[config.mk]
export PLATFORM = sky130hd
export DESIGN_NAME = core_state
export DESIGN_NICKNAME = d
export VERILOG_FILES = /design/src/pkg/core_state_pkg.sv /design/src/rtl/byte_alu.sv /design/src/rtl/core_state.sv
export SDC_FILE = /design/constraint.sdc
export NUM_CORES = 1
export LEC_CHECK = 0
export BUFFER_PORTS_ARGS = -buffer_cell sky130_fd_sc_hd__buf_4
export CORE_ASPECT_RATIO = 1.2
export CORE_MARGIN = 5
export CORE_UTILIZATION = 58
export CTS_CLUSTER_DIAMETER = 30
export DETAILED_ROUTE_END_ITERATION = 16
export PLACE_DENSITY = 0.83
export SYNTH_ARGS = -nofsm -noshare
export SYNTH_HDL_FRONTEND = slang
export SYNTH_SLANG_ARGS = --single-unit
[constraint.sdc]
create_clock -name core_clk -period 7.79 [get_ports core_clk]
set_clock_uncertainty 0.15 [all_clocks]
set_input_delay 0.3895 -clock core_clk [delete_from_list [all_inputs] [get_ports core_clk]]
set_output_delay 0.3895 -clock core_clk [all_outputs]
set_load 0.02 [all_outputs]
[src/pkg/core_state_pkg.sv]
// Contract
// - One 64 KB space, I/O lowest, data above.
// - Instruction pointer is 16 bits wide.
// - Accumulator 16 bits; byte ops use low byte.
// - Extra, index and stack pointers 16 bits.
// - Status word: bank select high, flags low.
// - Half-carry from carry/borrow bit 3 to 4.
// - Interrupt enable gates interrupts, reset clears.
// - Request served only if outranking level; 3 none.
// - Negative flag copies result MSB.
// - Zero flag set on zero result.
// - Overflow flag on two's-complement overflow.
// - Carry flag on carry/borrow out of bit 7.
// - Shifts put shifted-out bit in carry.
// - Eight 8-bit registers per memory bank.
// - Up to thirty-two selectable register banks.
package core_state_pkg;

    // ------------------------------------------------------------
    // Bus widths and answers
    // ------------------------------------------------------------
    localparam int ADDR_W = 8;
    typedef logic [ADDR_W-1:0] axi_addr_t;
    typedef logic [31:0]       axi_data_t;
    typedef logic [3:0]        axi_strb_t;
    localparam logic [1:0] RESP_OKAY   = 2'h0;
    localparam logic [1:0] RESP_SLVERR = 2'h2;

    // ------------------------------------------------------------
    // Register byte offsets
    // ------------------------------------------------------------
    localparam axi_addr_t OFF_IP       = 8'h00;
    localparam axi_addr_t OFF_ACC      = 8'h04;
    localparam axi_addr_t OFF_TMP      = 8'h08;
    localparam axi_addr_t OFF_IX       = 8'h0c;
    localparam axi_addr_t OFF_EP       = 8'h10;
    localparam axi_addr_t OFF_SP       = 8'h14;
    localparam axi_addr_t OFF_PSW      = 8'h18;
    localparam axi_addr_t OFF_ALU_CMD  = 8'h1c;
    localparam axi_addr_t OFF_GPR_SEL  = 8'h20;
    localparam axi_addr_t OFF_IRQ_STAT = 8'h24;
    localparam axi_addr_t OFF_PROBE    = 8'h28;

    // ------------------------------------------------------------
    // Memory map of the unified space
    // ------------------------------------------------------------
    localparam logic [16:0] MEM_SPACE_BYTES = 17'h10000;
    localparam logic [15:0] DATA_BASE       = 16'h0080;
    localparam logic [15:0] PROGRAM_BASE    = 16'h8000;
    localparam logic [15:0] GPR_BASE        = 16'h0100;
    localparam logic [15:0] IP_STEP         = 16'h0001;
    localparam int          GPR_PER_BANK    = 8;
    localparam int          BANK_COUNT      = 32;

    typedef enum logic [1:0] {
        REGION_IO      = 2'b00,
        REGION_DATA    = 2'b01,
        REGION_PROGRAM = 2'b10
    } region_t;

    // ------------------------------------------------------------
    // Condition flags and status word
    // ------------------------------------------------------------
    typedef struct packed {
        logic       h;
        logic       i;
        logic [1:0] il;
        logic       n;
        logic       z;
        logic       v;
        logic       c;
    } condition_flags_t;

    localparam logic [1:0]  IL_NONE    = 2'h3;
    localparam logic [15:0] PSW_RESET  = 16'h0030;
    localparam int          BANK_LSB   = 11;

    // ------------------------------------------------------------
    // Byte arithmetic unit
    // ------------------------------------------------------------
    typedef enum logic [3:0] {
        OP_ADD  = 4'b0000,
        OP_SUB  = 4'b0001,
        OP_ADDC = 4'b0010,
        OP_SUBC = 4'b0011,
        OP_SHL  = 4'b0100,
        OP_SHR  = 4'b0101,
        OP_AND  = 4'b0110,
        OP_OR   = 4'b0111,
        OP_XOR  = 4'b1000
    } alu_op_t;

    typedef struct packed {
        logic [7:0] value;
        logic       h;
        logic       n;
        logic       z;
        logic       v;
        logic       c;
        logic       upd_h;
        logic       upd_v;
        logic       upd_c;
    } alu_result_t;

endpackage : core_state_pkg

[src/rtl/byte_alu.sv]
`timescale 1ns/1ps
`default_nettype none
module byte_alu (
    // Operation and operands
    input  wire core_state_pkg::alu_op_t     op,
    input  wire logic [7:0]                  a,
    input  wire logic [7:0]                  b,
    input  wire logic                        cin,
    // Result and flags
    output core_state_pkg::alu_result_t      res
);
    import core_state_pkg::*;

    logic [8:0] wide;

    // --------------------------------------------------------------
    // Operation select
    // --------------------------------------------------------------
    // Subtraction keeps the ninth bit as the borrow, so one formula
    // covers carry and borrow out of bit 7.
    always_comb begin
        wide      = 9'h000;
        res       = '0;
        case (op)
            OP_ADD, OP_ADDC: begin
                wide = {1'b0, a} + {1'b0, b}
                     + {8'h00, (op == OP_ADDC) & cin};
                res.upd_h = 1'b1;
                res.upd_v = 1'b1;
                res.upd_c = 1'b1;
                res.v = (a[7] == b[7]) && (wide[7] != a[7]);
            end
            OP_SUB, OP_SUBC: begin
                wide = {1'b0, a} - {1'b0, b}
                     - {8'h00, (op == OP_SUBC) & cin};
                res.upd_h = 1'b1;
                res.upd_v = 1'b1;
                res.upd_c = 1'b1;
                res.v = (a[7] != b[7]) && (wide[7] != a[7]);
            end
            OP_SHL: begin
                wide = {a[7], a[6:0], cin};
                res.upd_c = 1'b1;
            end
            OP_SHR: begin
                wide = {a[0], cin, a[7:1]};
                res.upd_c = 1'b1;
            end
            OP_AND: begin
                wide = {1'b0, a & b};
                res.upd_v = 1'b1;
            end
            OP_OR: begin
                wide = {1'b0, a | b};
                res.upd_v = 1'b1;
            end
            OP_XOR: begin
                wide = {1'b0, a ^ b};
                res.upd_v = 1'b1;
            end
            default: begin
                wide = {1'b0, a};
            end
        endcase
        res.value = wide[7:0];
        res.c     = wide[8];
        res.h     = a[4] ^ b[4] ^ wide[4];
        res.n     = wide[7];
        res.z     = (wide[7:0] == 8'h00);
    end

endmodule : byte_alu
`default_nettype wire

[src/rtl/core_state.sv]
// The AXI4-Lite slave port and the register addresses were chosen for this implementation.
`timescale 1ns/1ps
`default_nettype none
module core_state (
    // Clock and reset
    input  wire logic                        core_clk,
    input  wire logic                        rst,
    // AXI4-Lite write channels
    input  wire logic                        s_awvalid,
    output logic                             s_awready,
    input  wire core_state_pkg::axi_addr_t   s_awaddr,
    input  wire logic                        s_wvalid,
    output logic                             s_wready,
    input  wire core_state_pkg::axi_data_t   s_wdata,
    input  wire core_state_pkg::axi_strb_t   s_wstrb,
    output logic                             s_bvalid,
    input  wire logic                        s_bready,
    output logic [1:0]                       s_bresp,
    // AXI4-Lite read channels
    input  wire logic                        s_arvalid,
    output logic                             s_arready,
    input  wire core_state_pkg::axi_addr_t   s_araddr,
    output logic                             s_rvalid,
    input  wire logic                        s_rready,
    output core_state_pkg::axi_data_t        s_rdata,
    output logic [1:0]                       s_rresp,
    // Fetch and interrupt request
    input  wire logic                        fetch_advance,
    input  wire logic                        irq_request,
    input  wire logic [1:0]                  irq_request_level,
    output logic                             irq_accept,
    // Architectural state
    output logic [15:0]                      instruction_pointer,
    output logic [15:0]                      program_status_word,
    output logic [15:0]                      gpr_phys_addr
);
    import core_state_pkg::*;

    // --------------------------------------------------------------
    // State registers
    // --------------------------------------------------------------
    logic [15:0] ip_q, acc_q, tmp_q, ix_q, ep_q, sp_q, psw_q, probe_q;
    logic [15:0] ip_d, acc_d, tmp_d, ix_d, ep_d, sp_d, psw_d, probe_d;
    logic [2:0]  gpr_sel_q, gpr_sel_d;
    logic        aw_held_q, w_held_q, bvalid_q, rvalid_q;
    axi_addr_t   awaddr_q;
    axi_data_t   wdata_q, rdata_q;
    axi_strb_t   wstrb_q;
    logic [1:0]  bresp_q, rresp_q;

    // Merges the low two byte lanes of a write into a 16-bit register.
    function automatic logic [15:0] merge16(input logic [15:0] old,
                                            input axi_data_t  d,
                                            input axi_strb_t  s);
        logic [15:0] m;
        m = old;
        if (s[0]) begin
            m[7:0] = d[7:0];
        end
        if (s[1]) begin
            m[15:8] = d[15:8];
        end
        return m;
    endfunction : merge16

    // --------------------------------------------------------------
    // Write path
    // --------------------------------------------------------------
    // Address and data are caught separately so they may come in
    // either order; the write happens once both are in hand.
    wire       aw_hs   = s_awvalid & s_awready;
    wire       w_hs    = s_wvalid & s_wready;
    wire       wr_go   = (aw_held_q | aw_hs) & (w_held_q | w_hs) & ~bvalid_q;
    wire axi_addr_t wa = aw_held_q ? awaddr_q : s_awaddr;
    wire axi_data_t wd = w_held_q ? wdata_q : s_wdata;
    wire axi_strb_t ws = w_held_q ? wstrb_q : s_wstrb;

    assign s_awready = ~aw_held_q & ~bvalid_q;
    assign s_wready  = ~w_held_q & ~bvalid_q;

    // Write decode, one strobe per register except the interrupt status.
    wire wr_ip    = wr_go & (wa == OFF_IP);
    wire wr_acc   = wr_go & (wa == OFF_ACC);
    wire wr_tmp   = wr_go & (wa == OFF_TMP);
    wire wr_ix    = wr_go & (wa == OFF_IX);
    wire wr_ep    = wr_go & (wa == OFF_EP);
    wire wr_sp    = wr_go & (wa == OFF_SP);
    wire wr_psw   = wr_go & (wa == OFF_PSW);
    wire wr_gpr   = wr_go & (wa == OFF_GPR_SEL) & ws[0];
    wire wr_probe = wr_go & (wa == OFF_PROBE);
    wire alu_go   = wr_go & (wa == OFF_ALU_CMD) & ws[0];
    wire wr_known = wr_ip | wr_acc | wr_tmp | wr_ix | wr_ep | wr_sp
                  | wr_psw | (wr_go & (wa == OFF_GPR_SEL))
                  | (wr_go & (wa == OFF_ALU_CMD))
                  | (wr_go & (wa == OFF_IRQ_STAT)) | wr_probe;

    // --------------------------------------------------------------
    // Byte arithmetic on the accumulator's low byte
    // --------------------------------------------------------------
    condition_flags_t flags, alu_flags;
    alu_op_t          alu_op;
    alu_result_t      alu_res;

    assign flags  = condition_flags_t'(psw_q[7:0]);
    assign alu_op = alu_op_t'(wd[3:0]);

    // Only the low bytes of the accumulator and temporary enter.
    byte_alu u_alu (
        .op  (alu_op),
        .a   (acc_q[7:0]),
        .b   (tmp_q[7:0]),
        .cin (flags.c),
        .res (alu_res)
    );

    // Flags the operation does not define are left as they were.
    always_comb begin
        alu_flags   = flags;
        alu_flags.n = alu_res.n;
        alu_flags.z = alu_res.z;
        if (alu_res.upd_h) begin
            alu_flags.h = alu_res.h;
        end
        if (alu_res.upd_v) begin
            alu_flags.v = alu_res.v;
        end
        if (alu_res.upd_c) begin
            alu_flags.c = alu_res.c;
        end
    end

    // --------------------------------------------------------------
    // Next-state selection
    // --------------------------------------------------------------
    // A software write to the pointer wins over the fetch step.
    assign ip_d  = wr_ip ? merge16(ip_q, wd, ws)
                 : fetch_advance ? 16'(ip_q + IP_STEP) : ip_q;
    assign acc_d = wr_acc ? merge16(acc_q, wd, ws)
                 : alu_go ? {acc_q[15:8], alu_res.value} : acc_q;
    assign tmp_d = wr_tmp ? merge16(tmp_q, wd, ws) : tmp_q;
    assign ix_d  = wr_ix  ? merge16(ix_q, wd, ws) : ix_q;
    assign ep_d  = wr_ep  ? merge16(ep_q, wd, ws) : ep_q;
    assign sp_d  = wr_sp  ? merge16(sp_q, wd, ws) : sp_q;
    assign psw_d = wr_psw ? merge16(psw_q, wd, ws)
                 : alu_go ? {psw_q[15:8], alu_flags} : psw_q;
    assign gpr_sel_d = wr_gpr ? wd[2:0] : gpr_sel_q;
    assign probe_d   = wr_probe ? merge16(probe_q, wd, ws) : probe_q;

    // Architectural registers; the interrupt enable starts cleared.
    always_ff @(posedge core_clk or posedge rst) begin
        if (rst) begin
            ip_q      <= 16'h0000;
            acc_q     <= 16'h0000;
            tmp_q     <= 16'h0000;
            ix_q      <= 16'h0000;
            ep_q      <= 16'h0000;
            sp_q      <= 16'h0000;
            psw_q     <= PSW_RESET;
            gpr_sel_q <= 3'h0;
            probe_q   <= 16'h0000;
        end else begin
            ip_q      <= ip_d;
            acc_q     <= acc_d;
            tmp_q     <= tmp_d;
            ix_q      <= ix_d;
            ep_q      <= ep_d;
            sp_q      <= sp_d;
            psw_q     <= psw_d;
            gpr_sel_q <= gpr_sel_d;
            probe_q   <= probe_d;
        end
    end

    // Write channel holding and the write response.
    always_ff @(posedge core_clk or posedge rst) begin
        if (rst) begin
            aw_held_q <= 1'b0;
            w_held_q  <= 1'b0;
            awaddr_q  <= '0;
            wdata_q   <= '0;
            wstrb_q   <= '0;
            bvalid_q  <= 1'b0;
            bresp_q   <= RESP_OKAY;
        end else begin
            aw_held_q <= ~wr_go & (aw_held_q | aw_hs);
            w_held_q  <= ~wr_go & (w_held_q | w_hs);
            if (aw_hs) begin
                awaddr_q <= s_awaddr;
            end
            if (w_hs) begin
                wdata_q <= s_wdata;
                wstrb_q <= s_wstrb;
            end
            if (wr_go) begin
                bvalid_q <= 1'b1;
                bresp_q  <= wr_known ? RESP_OKAY : RESP_SLVERR;
            end else if (s_bready) begin
                bvalid_q <= 1'b0;
            end
        end
    end

    assign s_bvalid = bvalid_q;
    assign s_bresp  = bresp_q;

    // --------------------------------------------------------------
    // Register banks, memory regions and interrupt gate
    // --------------------------------------------------------------
    // The top five bits of the bank selector pick one of 32 banks.
    wire [4:0] bank_num = psw_q[15:BANK_LSB];
    assign gpr_phys_addr = 16'(GPR_BASE + {8'h00, bank_num, 3'b000}
                         + {13'h0000, gpr_sel_q});

    // Region of the probe address within the one 64 KB space.
    wire region_t probe_region = (probe_q < DATA_BASE) ? REGION_IO
                               : (probe_q < PROGRAM_BASE) ? REGION_DATA
                               : REGION_PROGRAM;

    // Lower level numbers rank higher, so level 3 never gets in.
    assign irq_accept = irq_request & flags.i
                      & (irq_request_level < flags.il);

    // --------------------------------------------------------------
    // Read path
    // --------------------------------------------------------------
    wire rd_go = s_arvalid & s_arready;
    wire rd_known = (s_araddr == OFF_IP) | (s_araddr == OFF_ACC)
                  | (s_araddr == OFF_TMP) | (s_araddr == OFF_IX)
                  | (s_araddr == OFF_EP) | (s_araddr == OFF_SP)
                  | (s_araddr == OFF_PSW) | (s_araddr == OFF_ALU_CMD)
                  | (s_araddr == OFF_GPR_SEL) | (s_araddr == OFF_IRQ_STAT)
                  | (s_araddr == OFF_PROBE);
    wire axi_data_t rd_val =
          (s_araddr == OFF_IP)       ? {16'h0000, ip_q}
        : (s_araddr == OFF_ACC)      ? {16'h0000, acc_q}
        : (s_araddr == OFF_TMP)      ? {16'h0000, tmp_q}
        : (s_araddr == OFF_IX)       ? {16'h0000, ix_q}
        : (s_araddr == OFF_EP)       ? {16'h0000, ep_q}
        : (s_araddr == OFF_SP)       ? {16'h0000, sp_q}
        : (s_araddr == OFF_PSW)      ? {16'h0000, psw_q}
        : (s_araddr == OFF_GPR_SEL)  ? {gpr_phys_addr, 13'h0000, gpr_sel_q}
        : (s_araddr == OFF_IRQ_STAT) ? {29'h00000000, irq_accept,
                                        irq_request_level}
        : (s_araddr == OFF_PROBE)    ? {14'h0000, probe_region, probe_q}
        : 32'h00000000;

    assign s_arready = ~rvalid_q;

    // Read data is captured at the address handshake.
    always_ff @(posedge core_clk or posedge rst) begin
        if (rst) begin
            rvalid_q <= 1'b0;
            rdata_q  <= '0;
            rresp_q  <= RESP_OKAY;
        end else if (rd_go) begin
            rvalid_q <= 1'b1;
            rdata_q  <= rd_val;
            rresp_q  <= rd_known ? RESP_OKAY : RESP_SLVERR;
        end else if (s_rready) begin
            rvalid_q <= 1'b0;
        end
    end

    assign s_rvalid            = rvalid_q;
    assign s_rdata             = rdata_q;
    assign s_rresp             = rresp_q;
    assign instruction_pointer = ip_q;
    assign program_status_word = psw_q;
endmodule : core_state
`default_nettype wire

Yosys cells after proc, flatten, opt, wreduce, memory -nomap -nowiden. Cells that the tools add are included.

Flip-flop bits (word level): 197. Output and inout port bits: 90. Logic and storage cells: 211.

Add/subtract/negate cells: 7. Order comparisons: 3. Eq/ne operators: 36. Multiplexer cells: 37. Bitwise logic cells: 58. Reduce and logical (&&, ||, !) cells: 39.

Operators by type and width (count): 27-bit two-way mux (8); 16-bit two-way mux (5); 8-bit by 5-bit == test with 1-bit output (second input constant) (8); 9-bit one-hot mux with 7 select lines (1); 8-bit by 6-bit == test with 1-bit output (second input constant) (6); 8-bit two-way mux (5); 18-bit two-way mux (2); 2-bit AND reduction (17); 8-bit by 4-bit == test with 1-bit output (second input constant) (4); 1-bit bitwise AND (26); 8-bit logical NOT (3); 1-bit bitwise OR (22); 16-bit by 1-bit adder with 16-bit output (second input constant) (1); 4-bit by 3-bit == test with 1-bit output (second input constant) (4); 8-bit by 3-bit == test with 1-bit output (second input constant) (2); 16-bit less-than comparator (second input constant) (1); 16-bit by 8-bit less-than comparator with 1-bit output (second input constant) (1); 2-bit nonzero test (8); 10-bit by 3-bit adder with 11-bit output (1); 9-bit by 8-bit adder with 10-bit output (first input constant) (1); 1-bit two-way mux (10); 2-bit two-way mux (5); 8-bit by 8-bit adder with 9-bit output (1); 9-bit by 1-bit adder with 9-bit output (1); other kinds (22) (37).

Depth between registers and ports, before layout.
Depth in word-level cells: 18. Mapped depth: 15. Depth with buffers taken out: 14.

Cells and area by module. From an unflattened synthesis, not the netlist that was laid out.

Cells, all modules: 1104. Area, all modules: 11618.6 µm².

Modules (own cells, without submodules): core_state (times used 1, cells an instance 865, area each 9814.4 µm², sequential area each 4707.0 µm²); byte_alu (times used 1, cells an instance 239, area each 1804.2 µm², sequential area each 0.0 µm²).

Worst setup path after synthesis. Ideal clock, no wire load.

Kind: flip-flop to flip-flop. From: register w_held_q. To: register psw_q[7], in the netlist program_status_word[7]. Setup time: 0.125 ns. Arrival time: 3.700 ns. Setup slack: 3.816 ns. Cell stages (with the launch flop): 15. Period minus slack after synthesis: 3.974 ns. Cell sequence: dfrtp_1 > buf_2 > mux2_2 > clkbuf_1 > nand3_1 > fa_1 > fa_1 > o21a_1 > or3_1 > and3_1 > a2111oi_0 > o22ai_1 > xnor2_1 > mux2i_1 > mux2_2.

Word-level cells in the longest chain between the ends: 10. Elaborated cells between the ends (all ways): 38. Classes of those cells: 2 x add/sub; 9 x eq/ne; 8 x mux; 12 x bitwise; 7 x reduce/logical.

Ends and longest elaborated chain: from (decl) (RTL line core_state.sv:45) `logic aw_held_q, w_held_q, bvalid_q, rvalid_q;`; from (signal assigned) (RTL line core_state.sv:186) `w_held_q <= ~wr_go & (w_held_q | w_hs);`; branches (longest 10 deep; another with 9-bit by 1-bit subtractor with 9-bit output); to (signal assigned) (RTL line core_state.sv:168) `psw_q <= psw_d;`; to (decl) (RTL line core_state.sv:42) `logic [15:0] ip_q, acc_q, tmp_q, ix_q, ep_q, sp_q, psw_q, probe_q;`.

Parallel ways; which one is timed is not known. The select of a mux whose other input is x is not followed. A chain may end at the register's enable or synchronous reset.

Worst setup path after layout. Ends and elaborated chain as after synthesis.

==> flow_summary.json <==
{
  "outcome": "finished with violations",
  "violations": "hold timing",
  "postCtsSetupRepairBufs": 0,
  "post_drt_wl_per_cell_um": 19.8,
  "share_seq_of_total_power": 0.384,
  "via_per_inst": 6.36,
  "fmax_ghz": 0.202,
  "detail_route.iter0.violations": 987,
  "diodes": 0,
  "core_area_um2": 18200,
  "crit_fanout": 33,
  "post_synth_main_area_contributors": "dfrtp_1 (43%), a21oi_1 (7.0%), nor2_1 (5.2%)",
  "cp.required_ns": 7.96,
  "rows": 54,
  "worst_r2r_path_depth": 14,
  "worstPathCellList": "buf_4 -> nor2_1 -> a22o_1 -> nand3_1 -> fa_1 -> fa_1 -> o21a_1 -> or3_1 -> and3_1 -> a2111oi_0 -> o22ai_1 -> xnor2_1 -> mux2i_1 -> mux2_2",
  "fin_ws_ns": 2.84,
  "synth-seq-area-share": 0.438,
  "vias": 9553,
  "ys_ff_latch": 188,
  "first_pass_iters": 6,
  "peakVddDrop_mv": 0.256,
  "layout_common_cells": "dfrtp_1 (186), a21oi_1 (150), nor2_1 (148)",
  "rsz0062_at_grt": "false",
  "totalWireLength_mm": 29.7,
  "regToRegSetupSlack_ns": 2.84,
  "clkPwrFrac": 0.230,
  "synth_top_flop_cell": "dfrtp_1",
  "period_share": 0.636,
  "gp_congestion": 0.957,
  "syn_area_per_cell_um2": 9.05,
  "crit_start": "w_held_q$_DFF_PP0_",
  "slew_headroom": 0.165,
  "worst_path_max_delay_cell": "a2111oi_0",
  "placed_area_um2": 11600,
  "cp-start-kind": "register",
  "grt_pass1_vias": 9056,
  "drc": 0,
  "worst_hold_path_type": "in2async",
  "ios": 153,
  "final_common_cell": "dfrtp_1",
  "layout-drive-gt1-share": 0.175,
  "worst_setup_path_end_kind": "register",
  "nets": 1366,
  "cts.sinks": 188,
  "max_stage_delay_ns": 0.46,
  "io_buffers": 117,
  "fin_crit_ns": 4.95,
  "die_width_um": 134,
  "initial_core_util": 0.591,
  "combPwrFrac": 0.385,
  "clk_pin_slew_worst_paths_ns": 0.07,
  "die_y_um": 159,
  "clockBufferDepth": 2,
  "cts_resized": 0,
  "synth_area_leader_cell": "dfrtp_1",
  "p_per_area_nw_per_um2": 303,
  "rr_startpoint": "w_held_q$_DFF_PP0_",
  "numCtsBuffers": 17,
  "syn-cell-area_um2": 10700,
  "setup_viol": 0,
  "cap_viol_max_count": 0,
  "cts_root_buf": "clkbuf_16",
  "synth_top_area_frac": 0.433,
  "switchingPower_uw": 1490,
  "critPathCapture": "program_status_word[7]$_DFFE_PP0P_",
  "cts.htree.levels": 4,
  "dieArea_um2": 21300,
  "ant_nets": 0,
  "insertion_delay_ns": 0.44,
  "dp_hpwl_mm": 21.1,
  "whs_ns": -0.0146,
  "total_leakage_power_uw": 0.00548,
  "grt_usage": 0.273,
  "grt_pass1_wl_mm": 47.2,
  "slew_viol_final": 0,
  "yosysUniqueCellTypes": 81,
  "fillCellCount": 1462,
  "overflow": 0,
  "internal-power_uw": 2220,
  "cpMostUsedCell": "fa_1",
  "critPathKind": "reg2reg",
  "tightest_slew_ns": 1.22,
  "stdcell_area_um2": 12200,
  "critPathArrivalTime_ns": 5.12,
  "grt_max_degree": 107,
  "r2r_end": "program_status_word[7]$_DFFE_PP0P_",
  "swShare": 0.403,
  "synth-edff-count": 0,
  "tns_ns": 0,
  "finalHoldViolCount": 15,
  "syn2layout_area_growth_pct": 13.9,
  "yosysWarnings": 0,
  "cts_tree": "done",
  "antenna_found_initial": 0,
  "pre_cts_slack_ns": 3.04,
  "netlist_instances": 1187,
  "async_reset_ff_frac": 1.00
}
-- state kept, by name, summed over array words and instances (netlist names), 8 cells and up --
name	flops
probe_q	16
sp_q	16
wdata_q	16
ix_q	16
tmp_q	16
s_rdata	25
program_status_word	16
ep_q	16
instruction_pointer	16
acc_q	16
awaddr_q	8
-- worst min path at each step --
stage	start	to	cells past startpoint
2_1_floorplan	ix_q[10]$_DFFE_PP0P_	ix_q[10]$_DFFE_PP0P_	2
3_3_place_gp	s_rdata[23]$_DFFE_PP0P_	s_rdata[23]$_DFFE_PP0P_	2
3_5_place_dp	s_rdata[23]$_DFFE_PP0P_	s_rdata[23]$_DFFE_PP0P_	2
4_1_cts	s_rready	s_rvalid$_DFFE_PP0P_	2
5_1_grt	s_rready	s_rvalid$_DFFE_PP0P_	2
6_report	rst	s_rdata[6]$_DFFE_PP0P_	2
-- power by group through the flow --
stage / Clock, µW / Combinational (µW) / Sequential, µW
CTS: 858 / 1410 / 1420
detailed placement: 0 / 1400 / 1430
floorplan: 0 / 961 / 1410
global placement: 0 / 1370 / 1420
global route: 902 / 1550 / 1450
finish: 855 / 1430 / 1430
-- logic make-up (layout without fill, tap and decap cells) --
logic type / after synthesis / count (layout) / synth area share
xor+xnor: 5 / 5 / 0.00408
mux: 88 / 88 / 0.0875
flops: 188 / 188 / 0.438
buf+inv: 120 / 196 / 0.0521
simple gates: 384 / 384 / 0.167
compound gates: 364 / 364 / 0.205
other cells: 2 / 17 / 0.000699
fa+ha+maj: 36 / 36 / 0.0447
-- critical path, delay by kind of cell, from the launching register on --
kind / cells / cell delay, ns
AND/OR/NAND/NOR: 4 / 0.92
multiplexers: 2 / 0.43
adder cells (fa/ha/maj): 2 / 0.88
AO/OA/AOI/OAI: 4 / 1.39
flip-flops: 1 / 0.44
XOR/XNOR: 1 / 0.32
buffers and inverters: 1 / 0.30
-- per-stage QoR --
step / utilization / cells / power [µW] / hold slack (ns)
CTS: 0.673 / 1502 / 3690 / 0.00867
global route: 0.673 / 1502 / 3910 / 0.00243
floorplan: - / 1202 / 2370 / 0.299
detailed placement: 0.641 / 1471 / 2830 / 0.308
global placement: 0.641 / 1471 / 2790 / 0.300
finish: 0.673 / 1502 / 3710 / -0.0146
-- synth_stat cells, types with 6 or more instances --
master / n
a222oi_1: 12
mux2_2: 37
nor2b_1: 12
nor2_1: 148
nor3_1: 27
dfrtp_1: 186
clkbuf_1: 43
o21a_1: 9
buf_2: 15
nand3_1: 24
and3_1: 10
a22oi_1: 8
a211oi_1: 9
inv_1: 32
mux2i_1: 50
buf_1: 6
a21oi_1: 150
o21ai_0: 95
ha_1: 32
buf_4: 24
o22ai_1: 9
a31oi_1: 11
a21o_1: 7
nand2_1: 108
-- final cells by class --
class                      instances  area [µm²]  share of cell area
multi-input combinational        894        5540               0.453
timing repair buffer             134        1010              0.0825
clock inverter                    12         130              0.0106
inverter                          32         125              0.0102
tap                              224         280              0.0229
clock buffer                      18         439              0.0359
sequential                       188        4710               0.385
-- routing by layer --
metal,vias up,global-route usage,share of wire
li1,4386,-,-
met1,4627,0.373,0.43
met2,461,0.426,0.46
met5,-,0,0
met3,79,0.0547,0.080
met4,0,0.111,0.033
-- repair_timing --
item / in CTS / in global routing
hold endpoints to repair: 1 / 0
endpoints found under the setup margin: 0 / 0
hold buffers: 1 / 0
(Power assumes the default switching activity.)
